### src/common/eprs_defs.vh
`ifndef EPRS_DEFS_VH
`define EPRS_DEFS_VH

// Register address on the CPU I/O port space
`define EPRS_ROUTE_ADDR 16'h1C00
// Field positions
`define EPRS_PP_HI 14
`define EPRS_PP_LO 12
`define EPRS_SP1_HI 11
`define EPRS_SP1_LO 10
`define EPRS_SP0_HI 9
`define EPRS_SP0_LO 8
// Writable bits and reset value
`define EPRS_WR_MASK 16'h7F00
`define EPRS_RESET_VAL 16'h0000
// Parallel port modes
`define EPRS_PP_LCD16 3'h0
`define EPRS_PP_SPI_GP_UART_A2 3'h1
`define EPRS_PP_LCD8_GP 3'h2
`define EPRS_PP_LCD8_SPI_A3 3'h3
`define EPRS_PP_LCD8_A2_UART 3'h4
`define EPRS_PP_LCD8_SPI_UART 3'h5
`define EPRS_PP_SPI_A2_A3_GP 3'h6
// Serial port modes
`define EPRS_SP_CARD 2'h0
`define EPRS_SP_AUDIO_GP 2'h1
`define EPRS_SP_GP 2'h2

`endif

### src/core/eprs_route_select.v
`timescale 1ns/1ps
`default_nettype none
`include "eprs_defs.vh"

// Contract
// - Bits 15 and 7:0 are reserved, read-only; writes leave them unchanged.
// - Bits 14:12 pick the parallel port mapping; code 111 reserved.
// - Mode 000 puts all 21 LCD bridge signals on the parallel port.
// - Mode 001 routes 7 SPI, 6 GPIO, 4 UART, 4 audio port 2.
// - Mode 010 routes 8 LCD pixel bits and 8 GPIO.
// - Mode 011 routes 8 LCD pixel bits, 4 SPI, 4 audio port 3.
// - Mode 100 routes 8 LCD pixel bits, 4 audio port 2, 4 UART.
// - Mode 101 routes 8 LCD pixel bits, 4 SPI, 4 UART.
// - Mode 110 routes 7 SPI, audio ports 2 and 3, 6 GPIO.
// - Bits 11:10 at 00 put memory card port 1 on serial port 1.
// - Serial port 1 mode 01 routes audio port 1 plus GPIO 11:10.
// - Serial port 1 mode 10 routes GPIO 11:6; code 11 reserved.
// - Bits 9:8 at 00 put memory card port 0 on serial port 0.
// - Serial port 0 mode 01 routes audio port 0 plus GPIO 5:4.
// - Serial port 0 mode 10 routes GPIO 5:0; code 11 reserved.
// - New routing takes effect on the CPU clock after the write.
// - Register sits at I/O port address 0x1C00.
module eprs_route_select (
  input wire clk_sys,
  input wire rstn,
  // CPU I/O port access
  input wire [15:0] io_addr,
  input wire io_wr,
  input wire io_rd,
  input wire [15:0] io_wdata,
  output reg [15:0] io_rdata,
  // Current field values for other logic
  output wire [2:0] parallel_port_route_sel,
  output wire [1:0] serial_port1_route_sel,
  output wire [1:0] serial_port0_route_sel,
  // Parallel port pins
  input wire [20:0] pp_pin_in,
  output reg [20:0] pp_pin_out,
  output reg [20:0] pp_pin_oe,
  // LCD bridge: [15:0] data, 16 en_rd, 17 cs0, 18 cs1, 19 rw_wr, 20 rs
  input wire [20:0] lcd_out,
  input wire [20:0] lcd_oe,
  output reg [15:0] lcd_data_in,
  // SPI: 0 clk, 1 rx, 2 tx, 3 cs0, 4 cs1, 5 cs2, 6 cs3
  input wire [6:0] spi_out,
  input wire [6:0] spi_oe,
  output reg spi_rx_in,
  // UART: 0 rts, 1 cts, 2 rxd, 3 txd
  input wire [3:0] uart_out,
  input wire [3:0] uart_oe,
  output reg [3:0] uart_in,
  // Audio serial ports 2 and 3: 0 clk, 1 fs, 2 rx, 3 dx
  input wire [3:0] audio_serial_port2_out,
  input wire [3:0] audio_serial_port2_oe,
  output reg [3:0] audio_serial_port2_in,
  input wire [3:0] audio_serial_port3_out,
  input wire [3:0] audio_serial_port3_oe,
  output reg [3:0] audio_serial_port3_in,
  // General purpose pins 0..31 (only muxed ones are used)
  input wire [31:0] general_purpose_pin_out,
  input wire [31:0] general_purpose_pin_oe,
  output reg [31:0] general_purpose_pin_in,
  // Serial port 1 and its sources
  input wire [5:0] sp1_pin_in,
  output wire [5:0] sp1_pin_out,
  output wire [5:0] sp1_pin_oe,
  input wire [5:0] memory_card_port1_out,
  input wire [5:0] memory_card_port1_oe,
  output wire [5:0] memory_card_port1_in,
  input wire [3:0] audio_serial_port1_out,
  input wire [3:0] audio_serial_port1_oe,
  output wire [3:0] audio_serial_port1_in,
  // Serial port 0 and its sources
  input wire [5:0] sp0_pin_in,
  output wire [5:0] sp0_pin_out,
  output wire [5:0] sp0_pin_oe,
  input wire [5:0] memory_card_port0_out,
  input wire [5:0] memory_card_port0_oe,
  output wire [5:0] memory_card_port0_in,
  input wire [3:0] audio_serial_port0_out,
  input wire [3:0] audio_serial_port0_oe,
  output wire [3:0] audio_serial_port0_in
);

  ////////////////////////////////////////////////////////////////////////////
  // Register
  reg [15:0] external_pin_route_select_r;
  wire [15:0] external_pin_route_select_nxt;
  wire hit;
  wire [5:0] sp1_gp_in;
  wire [5:0] sp0_gp_in;

  assign hit = (io_addr == `EPRS_ROUTE_ADDR);
  // Only the three route fields take write data; reserved bits hold zero
  assign external_pin_route_select_nxt = (hit && io_wr) ?
    (io_wdata & `EPRS_WR_MASK) : external_pin_route_select_r;

  // Field updates on the write edge, so routing changes the next cycle
  always @(posedge clk_sys or negedge rstn) begin
    if (!rstn) begin
      external_pin_route_select_r <= `EPRS_RESET_VAL;
    end else begin
      external_pin_route_select_r <= external_pin_route_select_nxt;
    end
  end

  // Read data registered; unmapped address reads zero
  always @(posedge clk_sys or negedge rstn) begin
    if (!rstn) begin
      io_rdata <= 16'h0000;
    end else if (io_rd) begin
      io_rdata <= hit ? external_pin_route_select_r : 16'h0000;
    end
  end

  assign parallel_port_route_sel =
    external_pin_route_select_r[`EPRS_PP_HI:`EPRS_PP_LO];
  assign serial_port1_route_sel =
    external_pin_route_select_r[`EPRS_SP1_HI:`EPRS_SP1_LO];
  assign serial_port0_route_sel =
    external_pin_route_select_r[`EPRS_SP0_HI:`EPRS_SP0_LO];

  ////////////////////////////////////////////////////////////////////////////
  // Parallel port mux. Pins 0..15 are data pins, 16 en_rd, 17..20 control.
  // Upper pins 16..20 and 0..1 follow LCD unless SPI owns the whole group.
  wire pp_spi_full;
  assign pp_spi_full = (parallel_port_route_sel == `EPRS_PP_SPI_GP_UART_A2) ||
                       (parallel_port_route_sel == `EPRS_PP_SPI_A2_A3_GP);

  // Drive select; reserved mode 111 leaves every pin undriven
  always @* begin
    pp_pin_out = 21'h000000;
    pp_pin_oe = 21'h000000;
    if (parallel_port_route_sel == `EPRS_PP_LCD16) begin
      pp_pin_out = lcd_out;
      pp_pin_oe = lcd_oe;
    end else if (parallel_port_route_sel != 3'h7) begin
      // Control and low pins: LCD or full SPI set
      if (pp_spi_full) begin
        pp_pin_out[16] = spi_out[0];
        pp_pin_oe[16] = spi_oe[0];
        pp_pin_out[1:0] = {spi_out[2], spi_out[1]};
        pp_pin_oe[1:0] = {spi_oe[2], spi_oe[1]};
        pp_pin_out[20:17] = spi_out[6:3];
        pp_pin_oe[20:17] = spi_oe[6:3];
        pp_pin_out[7:2] = general_purpose_pin_out[17:12];
        pp_pin_oe[7:2] = general_purpose_pin_oe[17:12];
      end else begin
        pp_pin_out[20:16] = lcd_out[20:16];
        pp_pin_oe[20:16] = lcd_oe[20:16];
        pp_pin_out[7:0] = lcd_out[7:0];
        pp_pin_oe[7:0] = lcd_oe[7:0];
      end
      // Upper data pins 8..15
      case (parallel_port_route_sel)
        `EPRS_PP_SPI_GP_UART_A2: begin
          pp_pin_out[15:8] = {uart_out, audio_serial_port2_out};
          pp_pin_oe[15:8] = {uart_oe, audio_serial_port2_oe};
        end
        `EPRS_PP_LCD8_GP: begin
          pp_pin_out[15:8] = {general_purpose_pin_out[31:27],
                              general_purpose_pin_out[20:18]};
          pp_pin_oe[15:8] = {general_purpose_pin_oe[31:27],
                             general_purpose_pin_oe[20:18]};
        end
        `EPRS_PP_LCD8_SPI_A3: begin
          pp_pin_out[15:8] = {audio_serial_port3_out, spi_out[2], spi_out[1],
                              spi_out[3], spi_out[0]};
          pp_pin_oe[15:8] = {audio_serial_port3_oe, spi_oe[2], spi_oe[1],
                             spi_oe[3], spi_oe[0]};
        end
        `EPRS_PP_LCD8_A2_UART: begin
          pp_pin_out[15:8] = {uart_out, audio_serial_port2_out};
          pp_pin_oe[15:8] = {uart_oe, audio_serial_port2_oe};
        end
        `EPRS_PP_LCD8_SPI_UART: begin
          pp_pin_out[15:8] = {uart_out, spi_out[2], spi_out[1],
                              spi_out[3], spi_out[0]};
          pp_pin_oe[15:8] = {uart_oe, spi_oe[2], spi_oe[1],
                             spi_oe[3], spi_oe[0]};
        end
        default: begin
          pp_pin_out[15:8] = {audio_serial_port3_out,
                              audio_serial_port2_out};
          pp_pin_oe[15:8] = {audio_serial_port3_oe, audio_serial_port2_oe};
        end
      endcase
    end
  end

  // Pin inputs back to the owning peripheral; non-owners see zero
  always @* begin
    lcd_data_in = 16'h0000;
    spi_rx_in = 1'b0;
    uart_in = 4'h0;
    audio_serial_port2_in = 4'h0;
    audio_serial_port3_in = 4'h0;
    general_purpose_pin_in = {20'h00000, sp1_gp_in, sp0_gp_in}; // GPIO 11:6 and 5:0
    case (parallel_port_route_sel)
      `EPRS_PP_LCD16: begin
        lcd_data_in = pp_pin_in[15:0];
      end
      `EPRS_PP_SPI_GP_UART_A2: begin
        spi_rx_in = pp_pin_in[0];
        general_purpose_pin_in[17:12] = pp_pin_in[7:2];
        audio_serial_port2_in = pp_pin_in[11:8];
        uart_in = pp_pin_in[15:12];
      end
      `EPRS_PP_LCD8_GP: begin
        lcd_data_in[7:0] = pp_pin_in[7:0];
        general_purpose_pin_in[20:18] = pp_pin_in[10:8];
        general_purpose_pin_in[31:27] = pp_pin_in[15:11];
      end
      `EPRS_PP_LCD8_SPI_A3: begin
        lcd_data_in[7:0] = pp_pin_in[7:0];
        spi_rx_in = pp_pin_in[10];
        audio_serial_port3_in = pp_pin_in[15:12];
      end
      `EPRS_PP_LCD8_A2_UART: begin
        lcd_data_in[7:0] = pp_pin_in[7:0];
        audio_serial_port2_in = pp_pin_in[11:8];
        uart_in = pp_pin_in[15:12];
      end
      `EPRS_PP_LCD8_SPI_UART: begin
        lcd_data_in[7:0] = pp_pin_in[7:0];
        spi_rx_in = pp_pin_in[10];
        uart_in = pp_pin_in[15:12];
      end
      `EPRS_PP_SPI_A2_A3_GP: begin
        spi_rx_in = pp_pin_in[0];
        general_purpose_pin_in[17:12] = pp_pin_in[7:2];
        audio_serial_port2_in = pp_pin_in[11:8];
        audio_serial_port3_in = pp_pin_in[15:12];
      end
      default: begin
        lcd_data_in = 16'h0000;
      end
    endcase
  end

  ////////////////////////////////////////////////////////////////////////////
  // Serial ports; reserved code 11 leaves pins undriven
  eprs_serial_mux u_sp1 (
    .sel(serial_port1_route_sel),
    .card_out(memory_card_port1_out),
    .card_oe(memory_card_port1_oe),
    .audio_out(audio_serial_port1_out),
    .audio_oe(audio_serial_port1_oe),
    .gp_out(general_purpose_pin_out[11:6]),
    .gp_oe(general_purpose_pin_oe[11:6]),
    .pin_in(sp1_pin_in),
    .pin_out(sp1_pin_out),
    .pin_oe(sp1_pin_oe),
    .card_in(memory_card_port1_in),
    .audio_in(audio_serial_port1_in),
    .gp_in(sp1_gp_in)
  );

  eprs_serial_mux u_sp0 (
    .sel(serial_port0_route_sel),
    .card_out(memory_card_port0_out),
    .card_oe(memory_card_port0_oe),
    .audio_out(audio_serial_port0_out),
    .audio_oe(audio_serial_port0_oe),
    .gp_out(general_purpose_pin_out[5:0]),
    .gp_oe(general_purpose_pin_oe[5:0]),
    .pin_in(sp0_pin_in),
    .pin_out(sp0_pin_out),
    .pin_oe(sp0_pin_oe),
    .card_in(memory_card_port0_in),
    .audio_in(audio_serial_port0_in),
    .gp_in(sp0_gp_in)
  );

endmodule // eprs_route_select

`default_nettype wire

### src/core/eprs_serial_mux.v
`timescale 1ns/1ps
`default_nettype none
`include "eprs_defs.vh"

// One 6-signal serial port: memory card, audio serial plus 2 GPIO, or 6 GPIO
module eprs_serial_mux (
  input wire [1:0] sel,
  input wire [5:0] card_out,
  input wire [5:0] card_oe,
  input wire [3:0] audio_out,
  input wire [3:0] audio_oe,
  input wire [5:0] gp_out,
  input wire [5:0] gp_oe,
  input wire [5:0] pin_in,
  output reg [5:0] pin_out,
  output reg [5:0] pin_oe,
  output wire [5:0] card_in,
  output wire [3:0] audio_in,
  output wire [5:0] gp_in
);

  // Pin drive per mode; reserved code parks the pins undriven
  always @* begin
    case (sel)
      `EPRS_SP_CARD: begin
        pin_out = card_out;
        pin_oe = card_oe;
      end
      `EPRS_SP_AUDIO_GP: begin
        pin_out = {gp_out[5:4], audio_out};
        pin_oe = {gp_oe[5:4], audio_oe};
      end
      `EPRS_SP_GP: begin
        pin_out = gp_out;
        pin_oe = gp_oe;
      end
      default: begin
        pin_out = 6'h00;
        pin_oe = 6'h00;
      end
    endcase
  end

  // Inputs to unselected peripherals read zero so idle blocks see a quiet line
  assign card_in = (sel == `EPRS_SP_CARD) ? pin_in : 6'h00;
  assign audio_in = (sel == `EPRS_SP_AUDIO_GP) ? pin_in[3:0] : 4'h0;
  assign gp_in = (sel == `EPRS_SP_GP) ? pin_in :
                 (sel == `EPRS_SP_AUDIO_GP) ? {pin_in[5:4], 4'h0} : 6'h00;

endmodule // eprs_serial_mux

`default_nettype wire

### config.mk
export PLATFORM = sky130hd
export DESIGN_NAME = eprs_route_select
export DESIGN_NICKNAME = d
export VERILOG_FILES = /design/src/core/eprs_route_select.v /design/src/core/eprs_serial_mux.v
export VERILOG_INCLUDE_DIRS = /design/src /design/src/common
export SDC_FILE = /design/constraint.sdc
export NUM_CORES = 1
export LEC_CHECK = 0
export BUFFER_PORTS_ARGS = -buffer_cell sky130_fd_sc_hd__buf_2
export CAP_MARGIN = 20
export CORE_AREA = 2 2 166 168
export CTS_BUF_LIST = sky130_fd_sc_hd__clkbuf_16
export CTS_CLUSTER_SIZE = 8
export DETAILED_ROUTE_END_ITERATION = 8
export DIE_AREA = 0 0 168 170
export GPL_TIMING_DRIVEN = 1
export HOLD_SLACK_MARGIN = 0.12
export PLACE_DENSITY_LB_ADDON = 0.08
export SYNTH_ARGS = -nofsm -noshare
export SYNTH_HDL_FRONTEND = slang
export SYNTH_SLANG_ARGS = --single-unit
### constraint.sdc
create_clock -name clk_sys -period 4.35 [get_ports clk_sys]
set_input_delay 1.305 -clock clk_sys [delete_from_list [all_inputs] [get_ports clk_sys]]
set_output_delay 1.305 -clock clk_sys [all_outputs]
set_load 0.005 [all_outputs]
# After elaboration in Yosys (flattened, before gate mapping)
# Cells that the tools add are included.
totals:
  regBits: 23
  latchBits: 0
  ram_bits: 0
  romBits: 0
  input_bits: 253
  out_inout_bits: 170
  wordCells: 58
  memories: 0
classes:
  addsub: 0
  n_mul: 0
  n_div: 0
  magnitude_cmp: 0
  n_eq_ne: 12
  shifts: 0
  muxes: 32
  bitwise_logic: 0
  n_reduce_logical: 12
ops:
  columns: ["op", "count"]
  rows:
  - ["two-way mux 21 bit", 4]
  - ["case mux 6 bit (3 select lines)", 4]
  - ["case mux 8 bit (4 select lines)", 2]
  - ["two-way mux 6 bit", 7]
  - ["two-way mux 8 bit", 4]
  - ["two-way mux 4 bit", 5]
  - ["equality test 16 x 13 -> 1 bit, second input constant", 1]
  - ["two-way mux 15 bit", 1]
  - ["two-way mux 5 bit", 3]
  - ["equality test 3 bit, second input constant", 3]
  - ["OR reduction 2 bit", 4]
  - ["equality test 3 x 2 -> 1 bit, second input constant", 2]
  - ["OR reduction 3 bit", 2]
  - ["OR reduction 5 bit", 1]
  - ["equality test 2 x 1 -> 1 bit, second input constant", 2]
  - ["equality test 2 bit, second input constant", 2]
  - ["logical NOT 2 bit", 2]
  - ["equality test 3 x 1 -> 1 bit, second input constant", 1]
  - ["logical NOT 3 bit", 1]
  - ["two-way mux 3 bit", 1]
  - ["inequality test 3 bit, second input constant", 1]
  - ["case mux 1 bit (2 select lines)", 1]
  - ["logical AND 1 bit", 1]
  - ["logical OR 1 bit", 1]

# Longest topological paths before layout
# Gate-level depths: netlist (run 1).
depth:
  ltp_word: 5
  mapped_depth: 7
  depth_no_buf: 4

# By module
# A second synthesis (run 1) with hierarchy kept.
hier_totals:
  hier_cells: 390
  area_unflattened_um2: 3065.4
modules_own_cells:
  columns: ["mod", "instances", "cells_each", "area_each_um2", "seq_area_each_um2"]
  rows:
  - ["eprs_route_select", 1, 294, 2144.6, 350.3]
  - ["eprs_serial_mux", 2, 48, 460.4, 0.0]

# Worst setup path after synthesis (run 1)
# No wires, ideal clock.
synth_path:
  path_kind: "input -> output"
  start: "input spi_oe[1]"
  end: "output pp_pin_oe[10]"
  arrival_time_ns: 2.000
  t_required_ns: 3.045
  slack_ns: 1.045
  path_stages: 4
  path_buffers: 0
  cell_sequence: "mux2_2 -> a221oi_1 -> a21oi_1 -> a21o_1"
synth_between:
  elab_chain_len: 3
synth_lines:
  columns: ["item", "line", "rtl"]
  rows:
  - ["from (decl)", "eprs_route_select.v:46", "input wire [6:0] spi_oe,"]
  - ["case mux 8 bit (4 select lines)", "eprs_route_select.v:155", "case (parallel_port_route_sel)"]
  - ["two-way mux 21 bit", "eprs_route_select.v:137", "end else if (parallel_port_route_sel != 3'h7) begin"]
  - ["two-way mux 21 bit", "eprs_route_select.v:134", "if (parallel_port_route_sel == `EPRS_PP_LCD16) begin"]
  - ["to (decl)", "eprs_route_select.v:39", "output reg [20:0] pp_pin_oe,"]
# No other way between the ends.

# Worst setup path in the final report (run 1)
layout_path:
  start: "input spi_oe[3]"
  end: "output pp_pin_oe[9]"
# The elaborated chain is that of the path after synthesis.

==> impl_metrics.yaml, run 1 <==
outcome:
  status: "complete, no violations"
grt:
  grt_pass1_vias: 4345
  busiest_layer: "met2"
  grt_overflow: 0
  grt.met2_usage_pct: 22.4
  grt_max_degree: 33
  grt_first_pass_wirelength_um: 26200
  antenna_found_initial: 1
  use_met1_pct: 13.7
  grt.total_usage_pct: 12.0
  use_met3_pct: 3.49
timing:
  maxSlewViolCount: 0
  max_freq_mhz: 277
  skew_ns: 0.00406
  period_share_pct: 83.1
  setup_violations: 0
  slew_headroom_pct: 46.6
  rsz0062_at_grt: "no"
  worst_pin_slew_ns: 0.799
  fin_tns_setup_ns: 0
  fin_crit_ns: 3.62
  hold_viol: 0
  hold_ws_ns: 0.503
placement:
  io_buffers: 381
  place_hpwl_um: 15700
  gp_congestion: 0.716
critical_path:
  path_class: "in -> out"
  rrSetupSlack_ns: 3.08
  worstSetupEndpointType: "output port"
  cp_max_fo: 3
  critical_path_arrival_ns: 2.31
  cp.required_ns: 3.04
  critPathLaunchType: "primary input"
synthesis:
  synth_area_mm2: 0.00309
  synth_seq_cells: 14
  synth_edf_count: 0
  avgSynthCellArea_um2: 7.22
  ys_warn_count: 0
  synth_cell_types: 36
  synthFlopType: "dfrtp_1"
  synth_cells: 428
  yosysSeqAreaShare_pct: 11.3
  synthArstFlopShare_pct: 100
detailed_routing:
  wl_per_cell_um: 16.4
  vias: 4374
  wl_um: 18600
  viasPerCell: 3.86
  firstDrtPassIters: 4
  drc: 0
  drtAntennaViolNets: 0
  drtIter0Drc: 121
run:
  cap_viol_max_count: 0
die:
  die_area_mm2: 0.0286
  core-area_mm2: 0.0267
  die_height_um: 170
  rows: 60
  start_util_pct: 11.6
  io_pins: 423
  die_w_um: 168
power_and_ir_drop:
  p_leak_nw: 2.92
  vdd_ir_drop_max_mv: 0.104
  p_total_mw: 0.551
  power.density_mw_per_mm2: 103
cts:
  cts_tree: "done"
  clock_sinks: 14
  root_buffer: "clkbuf_16"
  clk_path_buf_depth: 2
  cts_hold_buffers: 0
  cts_resized: 0
  post_cts_buffers: 0
  cts-buffers-inserted: 3
  clk_pin_slew_ns: 0.05
  cts_max_level: 1
  clk_latency_ns: 0.24
finish:
  regArea_um2: 354
  multi_input_area_mm2: 0.00246
  num-fill-cells: 3111
  area_growth_syn_to_layout_pct: 73.3
  drive_gt1_share_pct: 56.3
  layout.nets: 1043
hold_path:
  min_path_type: "reg -> reg"
## path summary, 6_finish.rpt
kind / start / end / depth (start not counted)
worst min register to register: io_rdata[12]$_DFFE_PN0P_ / io_rdata[12]$_DFFE_PN0P_ / 1
min in group asynchronous: rstn / external_pin_route_select_r[9]$_DFFE_PN0P_ / 1
max in group asynchronous: rstn / external_pin_route_select_r[13]$_DFFE_PN0P_ / 1
worst max-delay path: spi_oe[3] / pp_pin_oe[9] / 6
worst min-delay path: io_rdata[12]$_DFFE_PN0P_ / io_rdata[12]$_DFFE_PN0P_ / 1
worst max register to register: external_pin_route_select_r[13]$_DFFE_PN0P_ / external_pin_route_select_r[13]$_DFFE_PN0P_ / 2
## registers in the layout, indices dropped and copies added (netlist names)
| name | count |
|---|---|
| external_pin_route_select_r | 7 |
| io_rdata | 7 |
## worst max-delay path, stage by stage
cell and delay [ns]:
buf_2 0.13, mux2_2 0.26, a221oi_1 0.23, a21oi_1 0.08, a21o_1 0.18, buf_2 0.12
## synth_stat cells, drive strengths merged, types with 4 or more instances
cell type  number  area share (%)
dfrtp          14              11
a22oi           8             1.9
nand2          78             9.5
a21o           16             3.9
a21oi          52             8.4
and2           54              11
a22o            8             2.3
clkbuf          9             1.1
nor2b          18             3.6
and3           14             2.8
nor2            7             1.2
buf            44             9.4
mux2           23             9.8
o21ai          24             3.9
mux2i          25             8.1
a221oi         16             7.0
o21a            4            0.97
## metal layers
layer	part of all wire [%]	routed length (um)
met5	0	0
met4	0.53	99
met3	9.6	1780
met2	50	9230
met1	40	7460
## cells in the final DEF (no fill, tap or decap), types with 2 or more instances in the layout
| cell | count |
|---|---|
| o21a_1 | 4 |
| nor4_1 | 2 |
| dfrtp_1 | 11 |
| mux2_2 | 11 |
| mux2i_1 | 25 |
| a22oi_1 | 8 |
| diode_2 | 2 |
| a21o_1 | 16 |
| a22o_1 | 8 |
| o21ai_0 | 24 |
| mux2_4 | 12 |
| a221oi_2 | 12 |
| and3_1 | 14 |
| clkbuf_16 | 3 |
| inv_1 | 2 |
| buf_2 | 381 |
| dfrtp_2 | 3 |
| a221oi_1 | 4 |
| nor2b_1 | 17 |
| nor2_1 | 5 |
| a21oi_1 | 52 |
| nand2_1 | 78 |
| conb_1 | 15 |
| and2_1 | 54 |
| buf_4 | 15 |
## logic make-up (layout without fill, tap and decap cells)
kind of cell           after synthesis  after routing  share of synthesized area [%]
AND/OR/NAND/NOR                    178            178                           30.4
XOR/XNOR                             1              1                          0.283
AO/OA/AOI/OAI                      131            131                           29.3
other                                1             17                          0.121
flip-flops                          14             14                           11.3
multiplexers                        48             48                           17.9
buffers and inverters               55            402                           10.7
## power by group
part	leakage, nW	switching [mW]	internal (mW)
Sequential	0.191	0.0000849	0.131
Clock	0.0386	0.0512	0.121
Combinational	2.69	0.104	0.144
## per-stage QoR
step | worst slack (ns) | std cells | cell area (um^2) | util [%]
after floorplan | 1.04 | 442 | 3140 | -
after global placement | 0.698 | 1126 | 5270 | 19.8
after detailed placement | 0.652 | 1126 | 5270 | 19.8
after CTS | 0.656 | 1130 | 5350 | 20.1
after global routing | 0.531 | 1130 | 5350 | 20.1
final | 0.734 | 1132 | 5360 | 20.1
## cell type report
class	instances	share of cell area, %
multi-input cells	373	46.0
repair buffers	396	37.7
well taps	341	7.97
flip-flops and latches	14	6.61
clock buffers	3	1.40
inverters	2	0.140
diodes	2	0.0934
clock inverters	1	0.0701
Power figures use the tool's default switching activity.
==> inputs of run 2 (changes only) <==
--- a/config.mk
+++ b/config.mk
@@ -6,6 +6,7 @@
 export SDC_FILE = /design/constraint.sdc
 export NUM_CORES = 1
 export LEC_CHECK = 0
+export ABC_AREA = 1
 export BUFFER_PORTS_ARGS = -buffer_cell sky130_fd_sc_hd__buf_2
 export CAP_MARGIN = 20
 export CORE_AREA = 2 2 166 168
==> constraint.sdc (replaced) <==
create_clock -name clk_sys -period 3.7 [get_ports clk_sys]
set_input_delay 1.11 -clock clk_sys [delete_from_list [all_inputs] [get_ports clk_sys]]
set_output_delay 1.11 -clock clk_sys [all_outputs]
set_load 0.005 [all_outputs]
==> run 2 against run 1 <==
Clock power increased by 23%. Count of clock-buffer cells in the layout is the same. Critical path depth rose by 2. Critical endpoint is now pp_pin_oe[4]. Largest cell class is now buffers. Worst hold slack got worse by 0.021 ns. Power increased by 15%.
==> impl_metrics.yaml, run 2 <==
outcome:
  status: "complete, no violations"
critical_path:
  cp.required_ns: 2.59
  cp-startpoint: "external_pin_route_select_r[14]$_DFFE_PN0P_"
  path_class: "reg -> out"
  r2r_start: "external_pin_route_select_r[12]$_DFFE_PN0P_"
  critical_path_arrival_ns: 1.97
  worstSetupEndpointType: "output port"
  critPathLaunchType: "flop"
  cp_max_fo: 18
cts:
  cts_tree: "done"
  cts_resized: 0
  cts_max_level: 1
  clock_sinks: 14
  root_buffer: "clkbuf_16"
  cts_hold_buffers: 0
  cts-buffers-inserted: 3
  clk_latency_ns: 0.24
  clk_path_buf_depth: 2
  post_cts_buffers: 0
  clk_pin_slew_ns: 0.05
synthesis:
  synth_common_cells: "181 x nand2_1, 140 x nor2_1, 76 x inv_1"
  avgSynthCellArea_um2: 5.05
  post-synth-top-area-cell: "nand2_1"
  post-synth-top-count-cell: "nand2_1"
  yosys-top-cells-area: "nand2_1 23%, nor2_1 18%, dfrtp_1 12%"
  ys_warn_count: 0
  synthFlopType: "dfrtp_1"
  synth_edf_count: 0
  yosysSeqAreaShare_pct: 12.1
  synth_area_mm2: 0.00289
  synth_cells: 573
  synth_top_area_share_pct: 23.5
  synth_cell_types: 31
  synthArstFlopShare_pct: 100
  synth_seq_cells: 14
timing:
  setup_violations: 0
  max_freq_mhz: 325
  maxSlewViolCount: 0
  rsz0062_at_grt: "no"
  period_share_pct: 83.3
  fin_tns_setup_ns: 0
  hold_viol: 0
  worst_pin_slew_ns: 0.501
  fin_crit_ns: 3.08
  slew_headroom_pct: 66.6
  hold_ws_ns: 0.482
  skew_ns: 0.000632
finish:
  largestRegisters: "external_pin_route_select_r x7, io_rdata x7"
  fin_util_pct: 19.2
  num-fill-cells: 3197
  n_antenna_cell: 0
  most-common-layout-cells: "381 x buf_2, 181 x nand2_1, 140 x nor2_1, 76 x inv_1, 27 x nand3_1"
  layout.nets: 1194
  area_growth_syn_to_layout_pct: 77.0
  drive_gt1_share_pct: 44.4
  layout_commonest_cell: "buf_2"
die:
  start_util_pct: 10.9
  io_pins: 423
  rows: 60
  core-area_mm2: 0.0267
  die_area_mm2: 0.0286
  die_w_um: 168
  die_height_um: 170
grt:
  grt_pass1_vias: 4465
  grt.total_usage_pct: 10.7
  grt_overflow: 0
  grt_max_degree: 27
  grt_first_pass_wirelength_um: 24100
  antenna_found_initial: 0
power_and_ir_drop:
  clockPowerShare_pct: 33.4
  vdd_ir_drop_max_mv: 0.115
  p_comb_share_pct: 42.4
  swShare_pct: 29.8
  p_int_mw: 0.447
  p_sw_mw: 0.189
  seqPwrFrac_pct: 24.1
  p_leak_nw: 3.33
  power.density_mw_per_mm2: 124
placement:
  gp_congestion: 0.743
  place_hpwl_um: 14300
  io_buffers: 381
detailed_routing:
  drtIter0Drc: 159
  wl_um: 16800
  viasPerCell: 3.63
  vias: 4647
  firstDrtPassIters: 4
  drc: 0
  drtAntennaViolNets: 0
  wl_per_cell_um: 13.1
hold_path:
  min_path_type: "reg -> reg"
  hp-start: "io_rdata[9]$_DFFE_PN0P_"
run:
  cap_viol_max_count: 0
-- run 2: changes by cell type after synthesis, sizes merged, moves of 18 or more --
cell and change:
mux2 -23, nand2 +107, nor2 +137, nor2b -18, a21oi -33, mux2i -25, inv +83, and2 -53
nand3 +31
-- run 2: cell families (layout without fill, tap and decap cells) --
family                 Yosys count  count (layout)  share of synthesized area (%)
flip-flops                      14              14                           12.1
other                            1              15                          0.130
AND/OR/NAND/NOR                373             373                           54.2
buffers and inverters          126             479                           21.9
AO/OA/AOI/OAI                   59              59                           11.7
-- run 2: routing by layer --
layer	global-route usage, %	routed length (um)	vias to the layer above
met2	21.0	8520	256
met3	3.51	1780	4
met5	0	0	-
met4	0.454	12	0
li1	-	-	2443
met1	11.6	6440	1944
-- run 2: worst paths after layout --
path,to,slack [ns],cells past startpoint
setup reg to reg,io_rdata[12]$_DFFE_PN0P_,2.59,3
max in group asynchronous,external_pin_route_select_r[10]$_DFFE_PN0P_,2.68,1
min in group asynchronous,external_pin_route_select_r[9]$_DFFE_PN0P_,0.76,1
setup / recovery,pp_pin_oe[4],0.62,8
hold reg to reg,io_rdata[9]$_DFFE_PN0P_,0.48,2
hold / removal,io_rdata[9]$_DFFE_PN0P_,0.48,2
-- run 2: power groups by stage --
stage	Sequential [mW]	Combinational [mW]	Clock [mW]
after CTS	0.153	0.276	0.215
after detailed placement	0.156	0.274	0
after global placement	0.156	0.276	0
final	0.153	0.270	0.213
after floorplan	0.156	0.0980	0
after global routing	0.153	0.305	0.225
-- run 2: worst max-delay path: stages, from the launching register on --
cell,delay (ns)
dfrtp_1,0.61
inv_4,0.12
nand3_2,0.11
nand2_4,0.07
inv_4,0.17
buf_4,0.26
nand2_1,0.08
a21oi_1,0.16
buf_2,0.15
-- run 2: layout make-up --
class                   instances  area [um^2]  area share (%)
repair buffers                390         1970            38.5
multi-input cells             447         1960            38.3
well taps                     341          427            8.33
flip-flops and latches         14          350            6.84
inverters                      85          329            6.42
clock buffers                   3         75.1            1.47
clock inverters                 1         3.75          0.0733
-- run 2: per-stage QoR --
step | power (mW) | instance area (um^2) | setup WS [ns] | std cells
after floorplan | 0.254 | 2950 | 1.17 | 587
after global placement | 0.432 | 5040 | 0.776 | 1277
after detailed placement | 0.430 | 5040 | 0.792 | 1277
after CTS | 0.644 | 5120 | 0.562 | 1281
after global routing | 0.684 | 5120 | 0.404 | 1281
final | 0.636 | 5120 | 0.619 | 1281
